`config.mk`:
```
export PLATFORM = sky130hd
export DESIGN_NAME = rbsp_top
export DESIGN_NICKNAME = d
export VERILOG_FILES = /design/src/inc/rbsp_pkg.sv /design/src/rtl/rbsp_boot_sel.sv /design/src/rtl/rbsp_top.sv
export SDC_FILE = /design/constraint.sdc
export NUM_CORES = 1
export LEC_CHECK = 0
export BUFFER_PORTS_ARGS = -buffer_cell sky130_fd_sc_hd__clkbuf_2
export CAP_MARGIN = 40
export CORE_ASPECT_RATIO = 2
export CORE_MARGIN = 4
export CORE_UTILIZATION = 30
export CTS_CLUSTER_DIAMETER = 40
export DETAILED_ROUTE_END_ITERATION = 8
export HOLD_SLACK_MARGIN = 0.06
export PLACE_DENSITY = 0.45
export SLEW_MARGIN = 25
export SYNTH_ARGS = -nofsm -noshare
export SYNTH_HDL_FRONTEND = slang
export SYNTH_SLANG_ARGS = --single-unit
export TNS_END_PERCENT = 20
```
`constraint.sdc`:
```
create_clock -name CLK -period 1.8 [get_ports CLK]
set_input_delay 0.09 -clock CLK [delete_from_list [all_inputs] [get_ports CLK]]
set_output_delay 0.09 -clock CLK [all_outputs]
set_load 0.05 [all_outputs]
```
`src/inc/rbsp_pkg.sv`:
```
package rbsp_pkg;

  // Synchroniser lanes for the asynchronous pins
  localparam int RBSP_NPIN = 2;
  localparam int RBSP_IDX_RESET = 0;
  localparam int RBSP_IDX_TRST = 1;
  localparam logic [RBSP_NPIN-1:0] RBSP_SYNC_RST = 2'h0;

  // Cycle counts at 100 MHz
  localparam int RBSP_CNT_W = 8;
  localparam logic [RBSP_CNT_W-1:0] RBSP_POR_CYCLES = 8'h40;
  localparam logic [RBSP_CNT_W-1:0] RBSP_RELEASE_CYCLES = 8'h20;
  localparam logic [RBSP_CNT_W-1:0] RBSP_CNT_ZERO = 8'h00;
  localparam logic [RBSP_CNT_W-1:0] RBSP_CNT_ONE = 8'h01;

  // Strap levels as bonded inside the package
  localparam logic RBSP_EXT_BOOT_TIE = 1'h0;
  localparam logic RBSP_EXT_MEM_TIE = 1'h0;

  typedef enum logic [1:0] {
    RBSP_HOLD = 2'h0,
    RBSP_COUNT = 2'h1,
    RBSP_RUN = 2'h3
  } rbsp_state_t;

endpackage

```
`src/rtl/rbsp_boot_sel.sv`:
```
`timescale 1ns/10ps
module rbsp_boot_sel
  import rbsp_pkg::*;
(
  input wire logic clk, // System clock
  input wire logic rst, // Async reset, active high
  input wire logic capture, // One-cycle pulse at reset release
  input wire logic external_boot_strap, // Boot source strap
  input wire logic external_memory_strap, // Memory mode strap
  input wire logic flash_secured, // Flash security state
  output logic ext_boot_ff, // External boot selected
  output logic flash_open_ff, // Flash unsecured at last release
  output logic ext_mem_wide_ff // Memory strap honoured
);

  logic nxt_ext_boot;
  logic nxt_flash_open;
  logic nxt_ext_mem_wide;

  // Sampled only at release, so a later change of security waits for reset
  always_comb
  begin
    nxt_ext_boot = ext_boot_ff;
    nxt_flash_open = flash_open_ff;
    nxt_ext_mem_wide = ext_mem_wide_ff;
    if (capture)
    begin
      nxt_flash_open = ~flash_secured;
      nxt_ext_boot = external_boot_strap & ~flash_secured;
      nxt_ext_mem_wide = external_boot_strap & ~flash_secured
        & external_memory_strap;
    end
  end

  always_ff @(posedge clk or posedge rst)
  begin
    if (rst)
    begin
      ext_boot_ff <= 1'h0;
      flash_open_ff <= 1'h0;
      ext_mem_wide_ff <= 1'h0;
    end
    else
    begin
      ext_boot_ff <= nxt_ext_boot;
      flash_open_ff <= nxt_flash_open;
      ext_mem_wide_ff <= nxt_ext_mem_wide;
    end
  end

endmodule // rbsp_boot_sel

```
`src/rtl/rbsp_top.sv`:
```
`timescale 1ns/10ps
module rbsp_top
  import rbsp_pkg::*;
(
  input wire logic CLK, // System clock, 100 MHz
  input wire logic RST, // Power-on, async, active high
  input wire logic RESET_N_PIN, // External reset pin, active low
  input wire logic TRST_N_PIN, // JTAG reset pin, active low
  input wire logic FLASH_SECURED, // Flash security state, level
  input wire logic PULLUP_DISABLE_RESET, // Reset-pin pull-up off
  input wire logic BOOT_STRAP_PULLUP_DISABLE, // Boot strap pull-up off
  input wire logic EXT_MEM_STRAP_PULLUP_DISABLE, // Memory strap pull-up off
  output logic CORE_RST, // Internal core reset, active high
  output logic RESET_OUT_PIN, // Reset output, high while in reset
  output logic DEBUG_RST, // JTAG and debug module reset
  output logic PULLUP_EN_RESET, // Reset-pin pull-up enable
  output logic PULLUP_EN_BOOT, // Boot strap pull-up enable
  output logic PULLUP_EN_EXT_MEM, // Memory strap pull-up enable
  output logic BOOT_EXTERNAL, // Boot from off-chip memory
  output logic BOOT_FLASH_OPEN, // Flash unsecured at release
  output logic EXT_MEM_MODE // Memory strap in effect
);

  logic [RBSP_NPIN-1:0] pin_in;
  logic [RBSP_NPIN-1:0] sync1_ff;
  logic [RBSP_NPIN-1:0] sync2_ff;
  logic [RBSP_NPIN-1:0] sync3_ff;
  logic [RBSP_NPIN-1:0] pin_ff;
  logic [RBSP_NPIN-1:0] nxt_pin;

  logic [RBSP_CNT_W-1:0] por_cnt_ff;
  logic [RBSP_CNT_W-1:0] nxt_por_cnt;
  logic por_active;

  rbsp_state_t state_ff;
  rbsp_state_t nxt_state;
  logic [RBSP_CNT_W-1:0] rel_cnt_ff;
  logic [RBSP_CNT_W-1:0] nxt_rel_cnt;
  logic ext_rst;
  logic any_rst;
  logic release_pulse;

  logic core_rst_ff;
  logic nxt_core_rst;
  logic rst_out_ff;
  logic nxt_rst_out;
  logic dbg_rst_ff;
  logic nxt_dbg_rst;

  logic pu_reset_ff;
  logic pu_boot_ff;
  logic pu_mem_ff;
  logic nxt_pu_reset;
  logic nxt_pu_boot;
  logic nxt_pu_mem;

  logic ext_boot;
  logic flash_open;
  logic ext_mem_wide;

  assign pin_in[RBSP_IDX_RESET] = RESET_N_PIN;
  assign pin_in[RBSP_IDX_TRST] = TRST_N_PIN;

  // Three-stage synchronisers; a level is taken only once stages two and
  // three agree, which also rejects a single-cycle glitch on the pin.
  // Reset value zero means both pins read as asserted until proven high.
  genvar gi;
  generate
    for (gi = 0; gi < RBSP_NPIN; gi++)
    begin : g_sync
      always_comb
      begin
        nxt_pin[gi] = pin_ff[gi];
        if (sync2_ff[gi] == sync3_ff[gi])
        begin
          nxt_pin[gi] = sync2_ff[gi];
        end
      end

      always_ff @(posedge CLK or posedge RST)
      begin
        if (RST)
        begin
          sync1_ff[gi] <= RBSP_SYNC_RST[gi];
          sync2_ff[gi] <= RBSP_SYNC_RST[gi];
          sync3_ff[gi] <= RBSP_SYNC_RST[gi];
          pin_ff[gi] <= RBSP_SYNC_RST[gi];
        end
        else
        begin
          sync1_ff[gi] <= pin_in[gi];
          sync2_ff[gi] <= sync1_ff[gi];
          sync3_ff[gi] <= sync2_ff[gi];
          pin_ff[gi] <= nxt_pin[gi];
        end
      end
    end
  endgenerate

  assign ext_rst = ~pin_ff[RBSP_IDX_RESET];

  // Power-on stretch: RST is the supply detector, held further by a count
  assign por_active = (por_cnt_ff != RBSP_POR_CYCLES);

  always_comb
  begin
    nxt_por_cnt = por_cnt_ff;
    if (por_active)
    begin
      nxt_por_cnt = por_cnt_ff + RBSP_CNT_ONE;
    end
  end

  always_ff @(posedge CLK or posedge RST)
  begin
    if (RST)
    begin
      por_cnt_ff <= RBSP_CNT_ZERO;
    end
    else
    begin
      por_cnt_ff <= nxt_por_cnt;
    end
  end

  assign any_rst = ext_rst | por_active;

  // Release sequencer; any reset source during the count restarts it
  always_comb
  begin
    nxt_state = state_ff;
    nxt_rel_cnt = rel_cnt_ff;
    case (state_ff)
      RBSP_HOLD:
      begin
        nxt_rel_cnt = RBSP_CNT_ZERO;
        if (!any_rst)
        begin
          nxt_state = RBSP_COUNT;
        end
      end
      RBSP_COUNT:
      begin
        if (any_rst)
        begin
          nxt_state = RBSP_HOLD;
          nxt_rel_cnt = RBSP_CNT_ZERO;
        end
        else if (rel_cnt_ff == RBSP_RELEASE_CYCLES - RBSP_CNT_ONE)
        begin
          nxt_state = RBSP_RUN;
        end
        else
        begin
          nxt_rel_cnt = rel_cnt_ff + RBSP_CNT_ONE;
        end
      end
      RBSP_RUN:
      begin
        if (any_rst)
        begin
          nxt_state = RBSP_HOLD;
          nxt_rel_cnt = RBSP_CNT_ZERO;
        end
      end
      default:
      begin
        nxt_state = RBSP_HOLD;
        nxt_rel_cnt = RBSP_CNT_ZERO;
      end
    endcase
  end

  always_ff @(posedge CLK or posedge RST)
  begin
    if (RST)
    begin
      state_ff <= RBSP_HOLD;
      rel_cnt_ff <= RBSP_CNT_ZERO;
    end
    else
    begin
      state_ff <= nxt_state;
      rel_cnt_ff <= nxt_rel_cnt;
    end
  end

  assign release_pulse = (state_ff == RBSP_COUNT) && (nxt_state == RBSP_RUN);

  // Reset outputs; the debug reset ignores the device reset pin so a
  // debugger can keep its session across a core reset
  always_comb
  begin
    nxt_core_rst = (nxt_state != RBSP_RUN);
    nxt_rst_out = (nxt_state != RBSP_RUN);
    nxt_dbg_rst = por_active | ~pin_ff[RBSP_IDX_TRST];
  end

  always_ff @(posedge CLK or posedge RST)
  begin
    if (RST)
    begin
      core_rst_ff <= 1'h1;
      rst_out_ff <= 1'h1;
      dbg_rst_ff <= 1'h1;
    end
    else
    begin
      core_rst_ff <= nxt_core_rst;
      rst_out_ff <= nxt_rst_out;
      dbg_rst_ff <= nxt_dbg_rst;
    end
  end

  // Pull-ups come back on during reset, since the disable bits belong to
  // logic that is itself being reset
  always_comb
  begin
    nxt_pu_reset = 1'h1;
    nxt_pu_boot = 1'h1;
    nxt_pu_mem = 1'h1;
    if (!core_rst_ff)
    begin
      nxt_pu_reset = ~PULLUP_DISABLE_RESET;
      nxt_pu_boot = ~BOOT_STRAP_PULLUP_DISABLE;
      nxt_pu_mem = ~EXT_MEM_STRAP_PULLUP_DISABLE;
    end
  end

  always_ff @(posedge CLK or posedge RST)
  begin
    if (RST)
    begin
      pu_reset_ff <= 1'h1;
      pu_boot_ff <= 1'h1;
      pu_mem_ff <= 1'h1;
    end
    else
    begin
      pu_reset_ff <= nxt_pu_reset;
      pu_boot_ff <= nxt_pu_boot;
      pu_mem_ff <= nxt_pu_mem;
    end
  end

  // Straps are bonded low, so boot is always internal on this package
  rbsp_boot_sel u_boot_sel (
    .clk (CLK),
    .rst (RST),
    .capture (release_pulse),
    .external_boot_strap (RBSP_EXT_BOOT_TIE),
    .external_memory_strap (RBSP_EXT_MEM_TIE),
    .flash_secured (FLASH_SECURED),
    .ext_boot_ff (ext_boot),
    .flash_open_ff (flash_open),
    .ext_mem_wide_ff (ext_mem_wide)
  );

  assign CORE_RST = core_rst_ff;
  assign RESET_OUT_PIN = rst_out_ff;
  assign DEBUG_RST = dbg_rst_ff;
  assign PULLUP_EN_RESET = pu_reset_ff;
  assign PULLUP_EN_BOOT = pu_boot_ff;
  assign PULLUP_EN_EXT_MEM = pu_mem_ff;
  assign BOOT_EXTERNAL = ext_boot;
  assign BOOT_FLASH_OPEN = flash_open;
  assign EXT_MEM_MODE = ext_mem_wide;

endmodule // rbsp_top

```
==> run summary, run 1 <==
CP top delay family = simple AND/OR/NAND/NOR gates
Fin. Hold Viols = 0
Critical path, cell by cell = inv_1 > ha_1 > and4bb_1 > nand4_1 > or2_1 > inv_2
Flop pwr share = 50.6%
Antenna-violating nets left = 0
Synthesized area = 0.001374 mm^2
Hold Crit Class = reg -> reg
TritonCTS Buffers = 5
Die area = 0.005792 mm^2
CTS tree = done
Post-synthesis sequential area ratio = 58.74%
Ys Warns = 0
Setup CP Type = reg -> reg
DR iter-0 viols = 22
Ant diodes = 0
EDFF count, synth = 0
Cells after synthesis = 111
Worst-path fanout max = 7
Minimum clock period = 1601 ps
Worst Setup End Kind = flop
Number of global-route vias before repair = 946
Largest area contributor in the netlist = dfrtp_1
Outcome = complete, no violations
GRT Overall Usage = 10.04%
Largest net degree at the start of global routing = 33
Die Span X = 55.85 um
Count leader, synth = dfrtp_1
HPWL after DPL = 1.796 mm
Clock Tree Buf Depth = 2
P_int = 1.161 mW
# IOs = 17
Critical path's slowest cell = dfrtp_1
FF+latch count, synth = 32
Post_cts resized = 0
GRT overflow = 0
Placed Instances = 176
Top cell type's share of synthesized area = 49.18%
CP Launch Type = flop
First-pass GRT wire length = 4.498 mm
Asr flop ratio synth = 100.0%
Max-cap violation count = 0
Clock-pin slew of the registers on the worst-case setup and hold paths = 70 ps
Avg WL per Cell = 13.19 um
Clock Power Share = 46.2%
FILL cells = 442
Primary FF master, synth = dfrtp_1
Core Rows = 34
Required time of the critical path = 2020 ps
Cell count along the critical path = 6
Nets = 147
Pre-antenna DRT Iters = 2
Port bufs = 14
Final WL = 2.519 mm
Top cells by area, synth = dfrtp_1 (49%), dfstp_2 (9.6%), xnor2_1 (7.0%), ha_1 (2.7%), nor2_1 (2.7%)
Vias per inst = 4.356
H-tree depth = 2
CTS Hold Bufs = 7
Die H = 103.7 um
Pleak = 0.7172 nW
Clock Sinks = 32
Total number of vias = 832
Synth cell count leaders = dfrtp_1 (27), xnor2_1 (11), nor2_1 (10)
Crit-path max cell delay = 430 ps
Post-synthesis cell type count = 32
Worst Clk Skew = 8.876 ps
CP arrival = 1830 ps
Final Non-Filler Cells = 191
Hold Crit Depth = 0
Final worst path period share = 88.96%
Psw = 0.2948 mW
FF-to-FF path depth = 6
PD cells = 873.1 mW/mm^2
Unrepaired setup endpoints after global routing = no
Mean Syn Cell Area = 12.38 um^2
Peak supply drop = 0.0005442 V
Initial core utilization = 31.35%
Switch share = 20.25%
Later-pin clock latency in the skew report = 280 ps
GPL Wtd Cong = 0.7035
Final TNS setup = 0 ps
Number of antenna violations at the first check in global routing = 0
Comb pwr share = 3.3%
# setup viols final = 0
CTS root buf = clkbuf_8
Final Max Tran Viols = 0
Core Box Area = 0.004382 mm^2
Bufs and invs on worst path = 2
Post-CTS Setup Inserts = 0
Layout Area Growth over Synthesis = 21.40%
DRC = 0
Fmax = 624.5 MHz
Layout cells sized above 1 = 25.55%
## power groups by stage
stage	combinational (mW)	sequential, mW	clock (mW)
floorplan	0.0267	0.748	0
global placement	0.0366	0.750	0
detailed placement	0.0370	0.750	0
CTS	0.0493	0.736	0.706
global route	0.0538	0.738	0.746
finish	0.0476	0.736	0.672
## cell type report
type | count | area, um^2 | share of cell area (%)
Inverter | 5 | 18.77 | 1.125
Timing Repair Buffer | 23 | 155.1 | 9.302
Clock inverter | 2 | 35.03 | 2.101
Sequential cell | 32 | 807.0 | 48.39
Multi-Input combinational cell | 69 | 511.7 | 30.68
Tap cell | 54 | 67.56 | 4.051
Clock buffer | 6 | 72.57 | 4.351
## worst reg2reg max path, delay by kind of cell, from the launching register on
kind / cells / cell delay, ps
adders and majority gates: 1 / 130
buffers and inverters: 2 / 130
DFF: 1 / 430
and+or+nand+nor: 3 / 860
## cells in the final DEF, fill, tap and decap left out, types with 3 or more instances in the layout
cell	instances
dfstp_2	5
nand2_1	5
dlygate4sd3_1	7
ha_1	3
nand3_1	5
inv_1	4
nand2b_1	4
nor3_1	3
clkbuf_2	14
clkbuf_8	5
dfrtp_1	27
nor2_1	10
xnor2_1	11
nand3b_1	3
## cell families (layout without fill, tap and decap cells)
group           after synthesis  count (layout)  share of synthesized area (%)
compound gates                7               7                          5.737
xor+xnor                     13              13                          8.288
fa+ha+maj                     5               5                          4.190
buf+inv                      11              36                          4.280
flops                        32              32                          58.74
mux                           3               3                          2.550
other cells                   1               2                         0.2730
simple gates                 39              39                          15.94
## final timing paths
path                                                start                       end  slack, ps
worst min-delay path                sync1_ff[0]$_DFF_PP0_     sync2_ff[0]$_DFF_PP0_        350
worst min register to register      sync1_ff[0]$_DFF_PP0_     sync2_ff[0]$_DFF_PP0_        350
min in group asynchronous                             RST     sync2_ff[1]$_DFF_PP0_        420
worst max-delay path            por_cnt_ff[0]$_DFFE_PP0P_     state_ff[1]$_DFF_PP0_        200
worst max register to register  por_cnt_ff[0]$_DFFE_PP0P_     state_ff[1]$_DFF_PP0_        200
max in group asynchronous                             RST  PULLUP_EN_BOOT$_DFF_PP1_       1060
## routing by layer
layer,vias to the layer above,GRT usage (%),share of wire (%)
met4,0,5.093,1.6
met2,9,17.37,56
li1,410,-,-
met5,-,0,0
met3,4,2.989,2.8
met1,409,10.80,40
## per-stage QoR
step	total power, mW	worst slack (ps)	hold WS, ps	util, %	cell area [um^2]
after floorplan	0.7746	322.4	121.4	-	1378
after global placement	0.7865	211.3	178.2	34.01	1490
after detailed placement	0.7869	195.5	181.5	34.01	1490
after CTS	1.492	183.8	348.9	38.06	1668
after global routing	1.538	76.40	360.3	38.06	1668
final	1.456	198.7	347.1	38.06	1668
## state kept, by name, summed over array words and instances (netlist names)
| name | flops |
|---|---|
| sync1_ff | 2 |
| PULLUP_EN_BOOT | 1 |
| u_boot_sel.flash_open_ff | 1 |
| sync2_ff | 2 |
| pin_ff | 2 |
| PULLUP_EN_RESET | 1 |
| sync3_ff | 2 |
| rel_cnt_ff | 8 |
| DEBUG_RST | 1 |
| por_cnt_ff | 8 |
| PULLUP_EN_EXT_MEM | 1 |
| RESET_OUT_PIN | 1 |
| state_ff | 2 |
Power figures use the tool's default switching activity.
==> run 2: changes to the inputs <==
--- a/config.mk
+++ b/config.mk
@@ -7,13 +7,16 @@
 export LEC_CHECK = 0
 export BUFFER_PORTS_ARGS = -buffer_cell sky130_fd_sc_hd__clkbuf_2
 export CAP_MARGIN = 40
+export CELL_PAD_IN_SITES_DETAIL_PLACEMENT = 0
+export CELL_PAD_IN_SITES_GLOBAL_PLACEMENT = 1
 export CORE_ASPECT_RATIO = 2
 export CORE_MARGIN = 4
-export CORE_UTILIZATION = 30
+export CORE_UTILIZATION = 45
 export CTS_CLUSTER_DIAMETER = 40
+export CTS_CLUSTER_SIZE = 20
 export DETAILED_ROUTE_END_ITERATION = 8
 export HOLD_SLACK_MARGIN = 0.06
-export PLACE_DENSITY = 0.45
+export PLACE_DENSITY = 0.75
 export SLEW_MARGIN = 25
 export SYNTH_ARGS = -nofsm -noshare
 export SYNTH_HDL_FRONTEND = slang
==> run 2 against run 1 <==
  * First-iteration DRC count shrank 41%
  * Largest power group unchanged
  * Final area shrank 0.68%
  * Critical path type unchanged
  * Highest routed layer unchanged
  * Register-to-register slack is essentially flat
  * Worst hold slack gained 14 ps
==> run summary, run 2 (synthesized netlist as in run 1, its figures left out) <==
Outcome = complete, no violations (unchanged)
Switch share = 18.25% (was 20.25%)
Final Max Tran Viols = 0 (unchanged)
Nets = 147 (unchanged)
Overall Power = 1.515 mW (was 1.456 mW)
Peak supply drop = 0.0006366 V (was 0.0005442 V)
Worst-path fanout max = 7 (unchanged)
Pleak = 0.7265 nW (was 0.7172 nW)
Later-pin clock latency in the skew report = 280 ps (about the same)
Number of antenna violations at the first check in global routing = 0 (unchanged)
Die Span X = 47.07 um (was 55.85 um)
Commonest non-fill, non-tap cells in the layout = dfrtp_1 (27), clkbuf_2 (14), xnor2_1 (11) (unchanged)
Worst Clk Skew = 3.359 ps (was 8.876 ps)
Multi-input logic area = 511.7 um^2 (unchanged)
P_int = 1.239 mW (was 1.161 mW)
Largest regs = por_cnt_ff (8), rel_cnt_ff (8) (unchanged)
FILL cells = 267 (was 442)
Unrepaired setup endpoints after global routing = no (unchanged)
Hold Path Origin = sync1_ff[0]$_DFF_PP0_ (unchanged)
Core Rows = 28 (was 34)
Sequential cell area = 807.0 um^2 (unchanged)
Crit-path max cell delay = 430 ps (about the same)
CP arrival = 1820 ps (was 1830 ps)
CP top delay family = simple AND/OR/NAND/NOR gates (unchanged)
Bufs and invs on worst path = 2 (unchanged)
PD cells = 914.8 mW/mm^2 (was 873.1 mW/mm^2)
Vias per inst = 4.964 (was 4.356)
First-pass GRT wire length = 3.981 mm (was 4.498 mm)
Initial core utilization = 46.68% (was 31.35%)
CTS tree = done (unchanged)
GRT overflow = 0 (unchanged)
Number of global-route vias before repair = 925 (was 946)
Antenna-violating nets left = 0 (unchanged)
Avg WL per Cell = 13.68 um (was 13.19 um)
TritonCTS Buffers = 5 (unchanged)
Clock-pin slew of the registers on the worst-case setup and hold paths = 60 ps (was 70 ps)
# IOs = 17 (unchanged)
Die area = 0.004055 mm^2 (was 0.005792 mm^2)
Pre-antenna DRT Iters = 3 (was 2)
HPWL after DPL = 1.680 mm (was 1.796 mm)
Fin. Hold Viols = 0 (unchanged)
Setup CP Type = reg -> reg (unchanged)
Clock Sinks = 32 (unchanged)
Placed Area = 0.001460 mm^2 (was 0.001490 mm^2)
Final TNS setup = 0 ps (unchanged)
Final worst path period share = 88.89% (was 88.96%)
Required time of the critical path = 2020 ps (about the same)
Psw = 0.2766 mW (was 0.2948 mW)
Largest net degree at the start of global routing = 33 (unchanged)
Minimum clock period = 1600 ps (was 1601 ps)
Critical path's slowest cell = dfrtp_1 (unchanged)
Die H = 86.14 um (was 103.7 um)
Total number of vias = 829 (was 832)
CP Launch Type = flop (unchanged)
Clock Tree Buf Depth = 2 (unchanged)
Ant diodes = 0 (unchanged)
Port bufs = 14 (unchanged)
# setup viols final = 0 (unchanged)
Final WL = 2.285 mm (was 2.519 mm)
Layout Area Growth over Synthesis = 20.58% (was 21.40%)
CTS root buf = clkbuf_8 (unchanged)
Post-CTS Setup Inserts = 0 (unchanged)
Hold Crit Class = reg -> reg (unchanged)
Hold Crit Depth = 0 (unchanged)
Core Box Area = 0.002943 mm^2 (was 0.004382 mm^2)
Worst Setup End Kind = flop (unchanged)
Comb pwr share = 3.1% (was 3.3%)
Critical path, cell by cell = inv_1 > ha_1 > and4bb_1 > nand4_1 > or2_1 > inv_2 (unchanged)
H-tree depth = 2 (unchanged)
Crit path launch = por_cnt_ff[1]$_DFFE_PP0P_ (was por_cnt_ff[0]$_DFFE_PP0P_)
Clock Power Share = 48.2% (was 46.2%)
Reg-to-reg startpoint = por_cnt_ff[1]$_DFFE_PP0P_ (was por_cnt_ff[0]$_DFFE_PP0P_)
Cell count along the critical path = 6 (unchanged)
Flop pwr share = 48.7% (was 50.6%)
DR iter-0 viols = 13 (was 22)
GRT Overall Usage = 14.28% (was 10.04%)
Final core occ = 56.29% (was 38.06%)
DRC = 0 (unchanged)
Layout cells sized above 1 = 26.28% (was 25.55%)
FF-to-FF path depth = 6 (unchanged)
Max-cap violation count = 0 (unchanged)
Post-route cell area = 0.001657 mm^2 (was 0.001668 mm^2)
Fmax = 625.0 MHz (was 624.5 MHz)
GPL Wtd Cong = 0.8335 (was 0.7035)
Most common cell after layout, fill and taps aside = dfrtp_1 (unchanged)
run 2: cell count changes in the layout (fill, tap and decap cells not counted):
cell	before	now
clkbuf_1	1	0
clkbuf_8	5	7
clkinv_2	1	0
run 2: path summary, 6_finish.rpt:
check                                   endpoint  slack (ps)
max                        state_ff[1]$_DFF_PP0_         200
max reg2reg                state_ff[1]$_DFF_PP0_         200
min in group asynchronous  pin_ff[1]$_DFFE_PP0N_         420
min reg2reg                sync2_ff[0]$_DFF_PP0_         360
min                        sync2_ff[0]$_DFF_PP0_         360
max in group asynchronous    DEBUG_RST$_DFF_PP1_        1060
run 2: stage by stage:
| stage | hold slack (ps) | std cells | setup slack, ps |
|---|---|---|---|
| final | 360.7 | 167 | 199.9 |
| after global routing | 375.5 | 167 | 91.32 |
| after CTS | 364.4 | 167 | 197.9 |
| after detailed placement | 172.1 | 152 | 217.8 |
| after global placement | 160.8 | 152 | 243.8 |
| after floorplan | 121.4 | 112 | 322.4 |
run 2: cell type report:
cell class / instances / area share (%)
clock buffers: 7 / 5.816
well taps: 30 / 2.266
multi-input cells: 69 / 30.89
inverters: 5 / 1.133
repair buffers: 23 / 9.366
flip-flops and latches: 32 / 48.72
clock inverters: 1 / 1.813
run 2: layer usage:
layer  up-vias  track usage [%]  share of wire, %
li1        410                -                 -
met1       408            14.58                37
met2         6            23.54                59
met3         5            4.412               2.1
met4         0            9.068               2.2
met5         -                0                 0
run 2: worst register-to-register path: stages, from the launching register on:
cell and delay, ps:
dfrtp_1 430, inv_1 80, ha_1 130, and4bb_1 210, nand4_1 280, or2_1 370, inv_2 50
run 2: power by group through the flow:
stage	Sequential [mW]	Combinational (mW)	Clock, mW
finish	0.738	0.0469	0.731
detailed placement	0.751	0.0362	0
global placement	0.750	0.0353	0
global route	0.739	0.0528	0.784
floorplan	0.748	0.0267	0
CTS	0.738	0.0481	0.757
run 2: timing repair:
action                                 in CTS  in global routing
gates resized for setup                     0                  0
hold buffers                                7                  0
endpoints found under the hold margin      33                  0
==> run 3: changes to the inputs <==
--- a/config.mk
+++ b/config.mk
@@ -16,9 +16,10 @@
 export CTS_CLUSTER_SIZE = 20
 export DETAILED_ROUTE_END_ITERATION = 8
 export HOLD_SLACK_MARGIN = 0.06
-export PLACE_DENSITY = 0.75
-export SLEW_MARGIN = 25
+export PLACE_DENSITY = 0.74
+export SLEW_MARGIN = 10
 export SYNTH_ARGS = -nofsm -noshare
 export SYNTH_HDL_FRONTEND = slang
+export SYNTH_HIERARCHICAL = 1
 export SYNTH_SLANG_ARGS = --single-unit
 export TNS_END_PERCENT = 20
==> run 3 against run 2 <==
  * Sequential share of layout area down 1.0 points
  * Clock skew rose by 2.8 ps
  * Cell count increased by 10%
  * Fmax down 5.1%
  * Synthesized cell count up 5.4%
  * First-iteration DRC count is 46% higher
==> run summary, run 3 <==
Crit-path max cell delay = 420 ps (was 430 ps)
Placed Area = 0.001584 mm^2 (was 0.001460 mm^2)
Outcome = complete, no violations (unchanged)
FF+latch count, synth = 34 (was 32)
Max-cap violation count = 0 (unchanged)
Largest regs = por_cnt_ff (8), rel_cnt_ff (8) (unchanged)
Die H = 88.32 um (was 86.14 um)
Layout Area Growth over Synthesis = 23.88% (was 20.58%)
Critical Path End = u_boot_sel/flash_open_ff$_DFFE_PP0P_ (was state_ff[1]$_DFF_PP0_)
Core Rows = 28 (unchanged)
Port bufs = 16 (was 14)
Multi-input logic area = 561.8 um^2 (was 511.7 um^2)
Critical path's slowest cell = dfrtp_1 (unchanged)
Final Max Tran Viols = 0 (unchanged)
# IOs = 17 (unchanged)
Pre-antenna DRT Iters = 4 (was 3)
Antenna-violating nets left = 0 (unchanged)
GPL Wtd Cong = 0.7959 (was 0.8335)
CP Launch Type = flop (unchanged)
Final worst path period share = 93.70% (was 88.89%)
Primary FF master, synth = dfrtp_1 (unchanged)
Post-synthesis sequential area ratio = 59.05% (was 58.74%)
Largest net degree at the start of global routing = 32 (was 33)
Die area = 0.004253 mm^2 (was 0.004055 mm^2)
Required time of the critical path = 2000 ps (was 2020 ps)
Largest area contributor in the netlist = dfrtp_1 (unchanged)
TritonCTS Buffers = 5 (unchanged)
Initial core utilization = 48.17% (was 46.68%)
FILL cells = 255 (was 267)
GRT Overall Usage = 13.46% (was 14.28%)
Die Span X = 48.16 um (was 47.07 um)
Clock Tree Buf Depth = 2 (unchanged)
Worst-path fanout max = 5 (was 7)
DR iter-0 viols = 19 (was 13)
Top cell type's share of synthesized area = 50.00% (was 49.18%)
First-pass GRT wire length = 4.002 mm (was 3.981 mm)
Vias per inst = 5.207 (was 4.964)
CTS tree = done (unchanged)
DRC = 0 (unchanged)
Commonest non-fill, non-tap cells in the layout = dfrtp_1 (29), clkbuf_2 (16), nor2_1 (10) (was dfrtp_1 (27), clkbuf_2 (14), xnor2_1 (11))
Hold Crit Class = in -> async (was reg -> reg)
Fmax = 592.9 MHz (was 625.0 MHz)
Reg2reg end = u_boot_sel/flash_open_ff$_DFFE_PP0P_ (was state_ff[1]$_DFF_PP0_)
Total number of vias = 958 (was 829)
CP arrival = 1890 ps (was 1820 ps)
EDFF count, synth = 0 (unchanged)
Number of antenna violations at the first check in global routing = 0 (unchanged)
Worst Clk Skew = 6.133 ps (was 3.359 ps)
Later-pin clock latency in the skew report = 280 ps (about the same)
Final core occ = 59.68% (was 56.29%)
HPWL after DPL = 1.732 mm (was 1.680 mm)
Cells after synthesis = 117 (was 111)
Most common cell after layout, fill and taps aside = dfrtp_1 (unchanged)
CTS root buf = clkbuf_8 (unchanged)
Final WL = 2.466 mm (was 2.285 mm)
Count leader, synth = dfrtp_1 (unchanged)
Post-route cell area = 0.001798 mm^2 (was 0.001657 mm^2)
Ys Warns = 6 (was 0)
Cell count along the critical path = 7 (was 6)
Fin. Hold Viols = 0 (unchanged)
Ant diodes = 0 (unchanged)
Pleak = 0.7803 nW (was 0.7265 nW)
# setup viols final = 0 (unchanged)
Number of global-route vias before repair = 934 (was 925)
Worst Setup End Kind = flop (unchanged)
Reg-to-reg startpoint = por_cnt_ff[0]$_DFFE_PP0P_ (was por_cnt_ff[1]$_DFFE_PP0P_)
Minimum clock period = 1687 ps (was 1600 ps)
GRT overflow = 0 (unchanged)
Mean Syn Cell Area = 12.41 um^2 (was 12.38 um^2)
FF-to-FF path depth = 7 (was 6)
Bufs and invs on worst path = 1 (was 2)
Setup CP Type = reg -> reg (unchanged)
Clock-pin slew of the registers on the worst-case setup and hold paths = 70 ps (was 60 ps)
PD cells = 831.9 mW/mm^2 (was 914.8 mW/mm^2)
H-tree depth = 2 (unchanged)
Register-to-register setup slack = 110 ps (was 200 ps)
Post-synthesis cell type count = 37 (was 32)
CP top delay family = simple AND/OR/NAND/NOR gates (unchanged)
Critical path, cell by cell = inv_2 > ha_4 > nand4bb_4 > nor4_4 > nand3_2 > nor3_4 > mux2i_1 (was inv_1 > ha_1 > and4bb_1 > nand4_1 > or2_1 > inv_2)
Synth cell count leaders = dfrtp_1 (29), nor2_1 (10), xnor2_1 (9) (was dfrtp_1 (27), xnor2_1 (11), nor2_1 (10))
Avg WL per Cell = 13.40 um (was 13.68 um)
Peak supply drop = 0.001054 V (was 0.0006366 V)
Synthesized area = 0.001451 mm^2 (was 0.001374 mm^2)
Sequential cell area = 857.1 um^2 (was 807.0 um^2)
Crit path launch = por_cnt_ff[0]$_DFFE_PP0P_ (was por_cnt_ff[1]$_DFFE_PP0P_)
Asr flop ratio synth = 100.0% (unchanged)
Top cells by area, synth = dfrtp_1 (50%), dfstp_2 (9.1%), xnor2_1 (5.4%), ha_1 (2.6%), nor2_1 (2.6%) (was dfrtp_1 (49%), dfstp_2 (9.6%), xnor2_1 (7.0%), ha_1 (2.7%), nor2_1 (2.7%))
Core Box Area = 0.003013 mm^2 (was 0.002943 mm^2)
Nets = 164 (was 147)
Overall Power = 1.496 mW (was 1.515 mW)
Clock Sinks = 34 (was 32)
Layout cells sized above 1 = 31.82% (was 26.28%)
run 3: cell count changes after synthesis, sizes merged, moves of 2 or more:
cell / change
dfrtp: +2
buf: -4
xnor2: -2
nand4b: +2
inv: +3
nor4: +2
run 3: stage by stage:
| step | setup WS (ps) | hold WS [ps] | cells | setup TNS (ps) |
|---|---|---|---|---|
| CTS | 46.51 | 206.2 | 181 | 0 |
| global route | -0.6790 | 242.3 | 184 | -0.6790 |
| finish | 113.4 | 224.8 | 184 | 0 |
| global placement | 190.6 | -45.68 | 166 | 0 |
| floorplan | 19.65 | -156.4 | 119 | 0 |
| detailed placement | 49.99 | -40.34 | 166 | 0 |
run 3: metal layers:
layer	track usage, %	routed length (um)	vias to the layer above
li1	-	-	456
met1	13.25	919	466
met2	23.21	1360	28
met3	3.870	117	8
met4	7.598	69	0
met5	0	0	-
run 3: cell families (layout without fill, tap and decap cells):
kind of cell,Yosys count,in the layout,share of synthesized area [%]
flip-flops,34,34,59.05
AO/OA/AOI/OAI,8,8,3.793
XOR/XNOR,11,11,6.638
buffers and inverters,11,46,3.621
AND/OR/NAND/NOR,43,43,19.83
other,1,3,0.2584
adder cells (fa/ha/maj),5,5,3.966
multiplexers,4,4,2.845
run 3: worst register-to-register path, delay by kind of cell (launching register included):
family                     cells  cell delay [ps]
muxes                          1              220
adders and majority gates      1              130
buffers and inverters          1               80
and+or+nand+nor                4              760
DFF                            1              420
run 3: final cells by class:
class | instances | share of cell area [%]
clock inverter | 3 | 2.227
timing repair buffer | 30 | 11.27
sequential | 34 | 47.67
tap | 30 | 2.088
inverter | 8 | 1.670
multi-input combinational | 74 | 31.25
clock buffer | 5 | 3.827
run 3: what timing repair did:
| item | CTS | global route |
|---|---|---|
| hold buffers | 7 | 0 |
| setup endpoints to repair | 0 | 2 |
| hold endpoints to repair | 35 | 0 |
| setup buffers | 0 | 3 |
| gates resized for setup | 0 | 3 |
run 3: where the power goes:
part	switching (mW)	leakage (nW)	total (mW)	internal, mW
sequential	0.00605	0.409	0.782	0.776
combinational	0.0203	0.313	0.0411	0.0207
clock	0.266	0.0579	0.673	0.407
total	0.292	0.780	1.50	1.20
run 3: worst min-delay path by stage:
| stage | startpoint | end | slack (ps) |
|---|---|---|---|
| after floorplan | RST | u_boot_sel/ext_boot_ff$_DFFE_PP0P_ | -160 |
| after global placement | RST | u_boot_sel/ext_boot_ff$_DFFE_PP0P_ | -50 |
| after detailed placement | RST | u_boot_sel/ext_boot_ff$_DFFE_PP0P_ | -40 |
| after CTS | RST | u_boot_sel/flash_open_ff$_DFFE_PP0P_ | 210 |
| after global routing | RST | u_boot_sel/flash_open_ff$_DFFE_PP0P_ | 240 |
| final | RST | u_boot_sel/ext_boot_ff$_DFFE_PP0P_ | 220 |
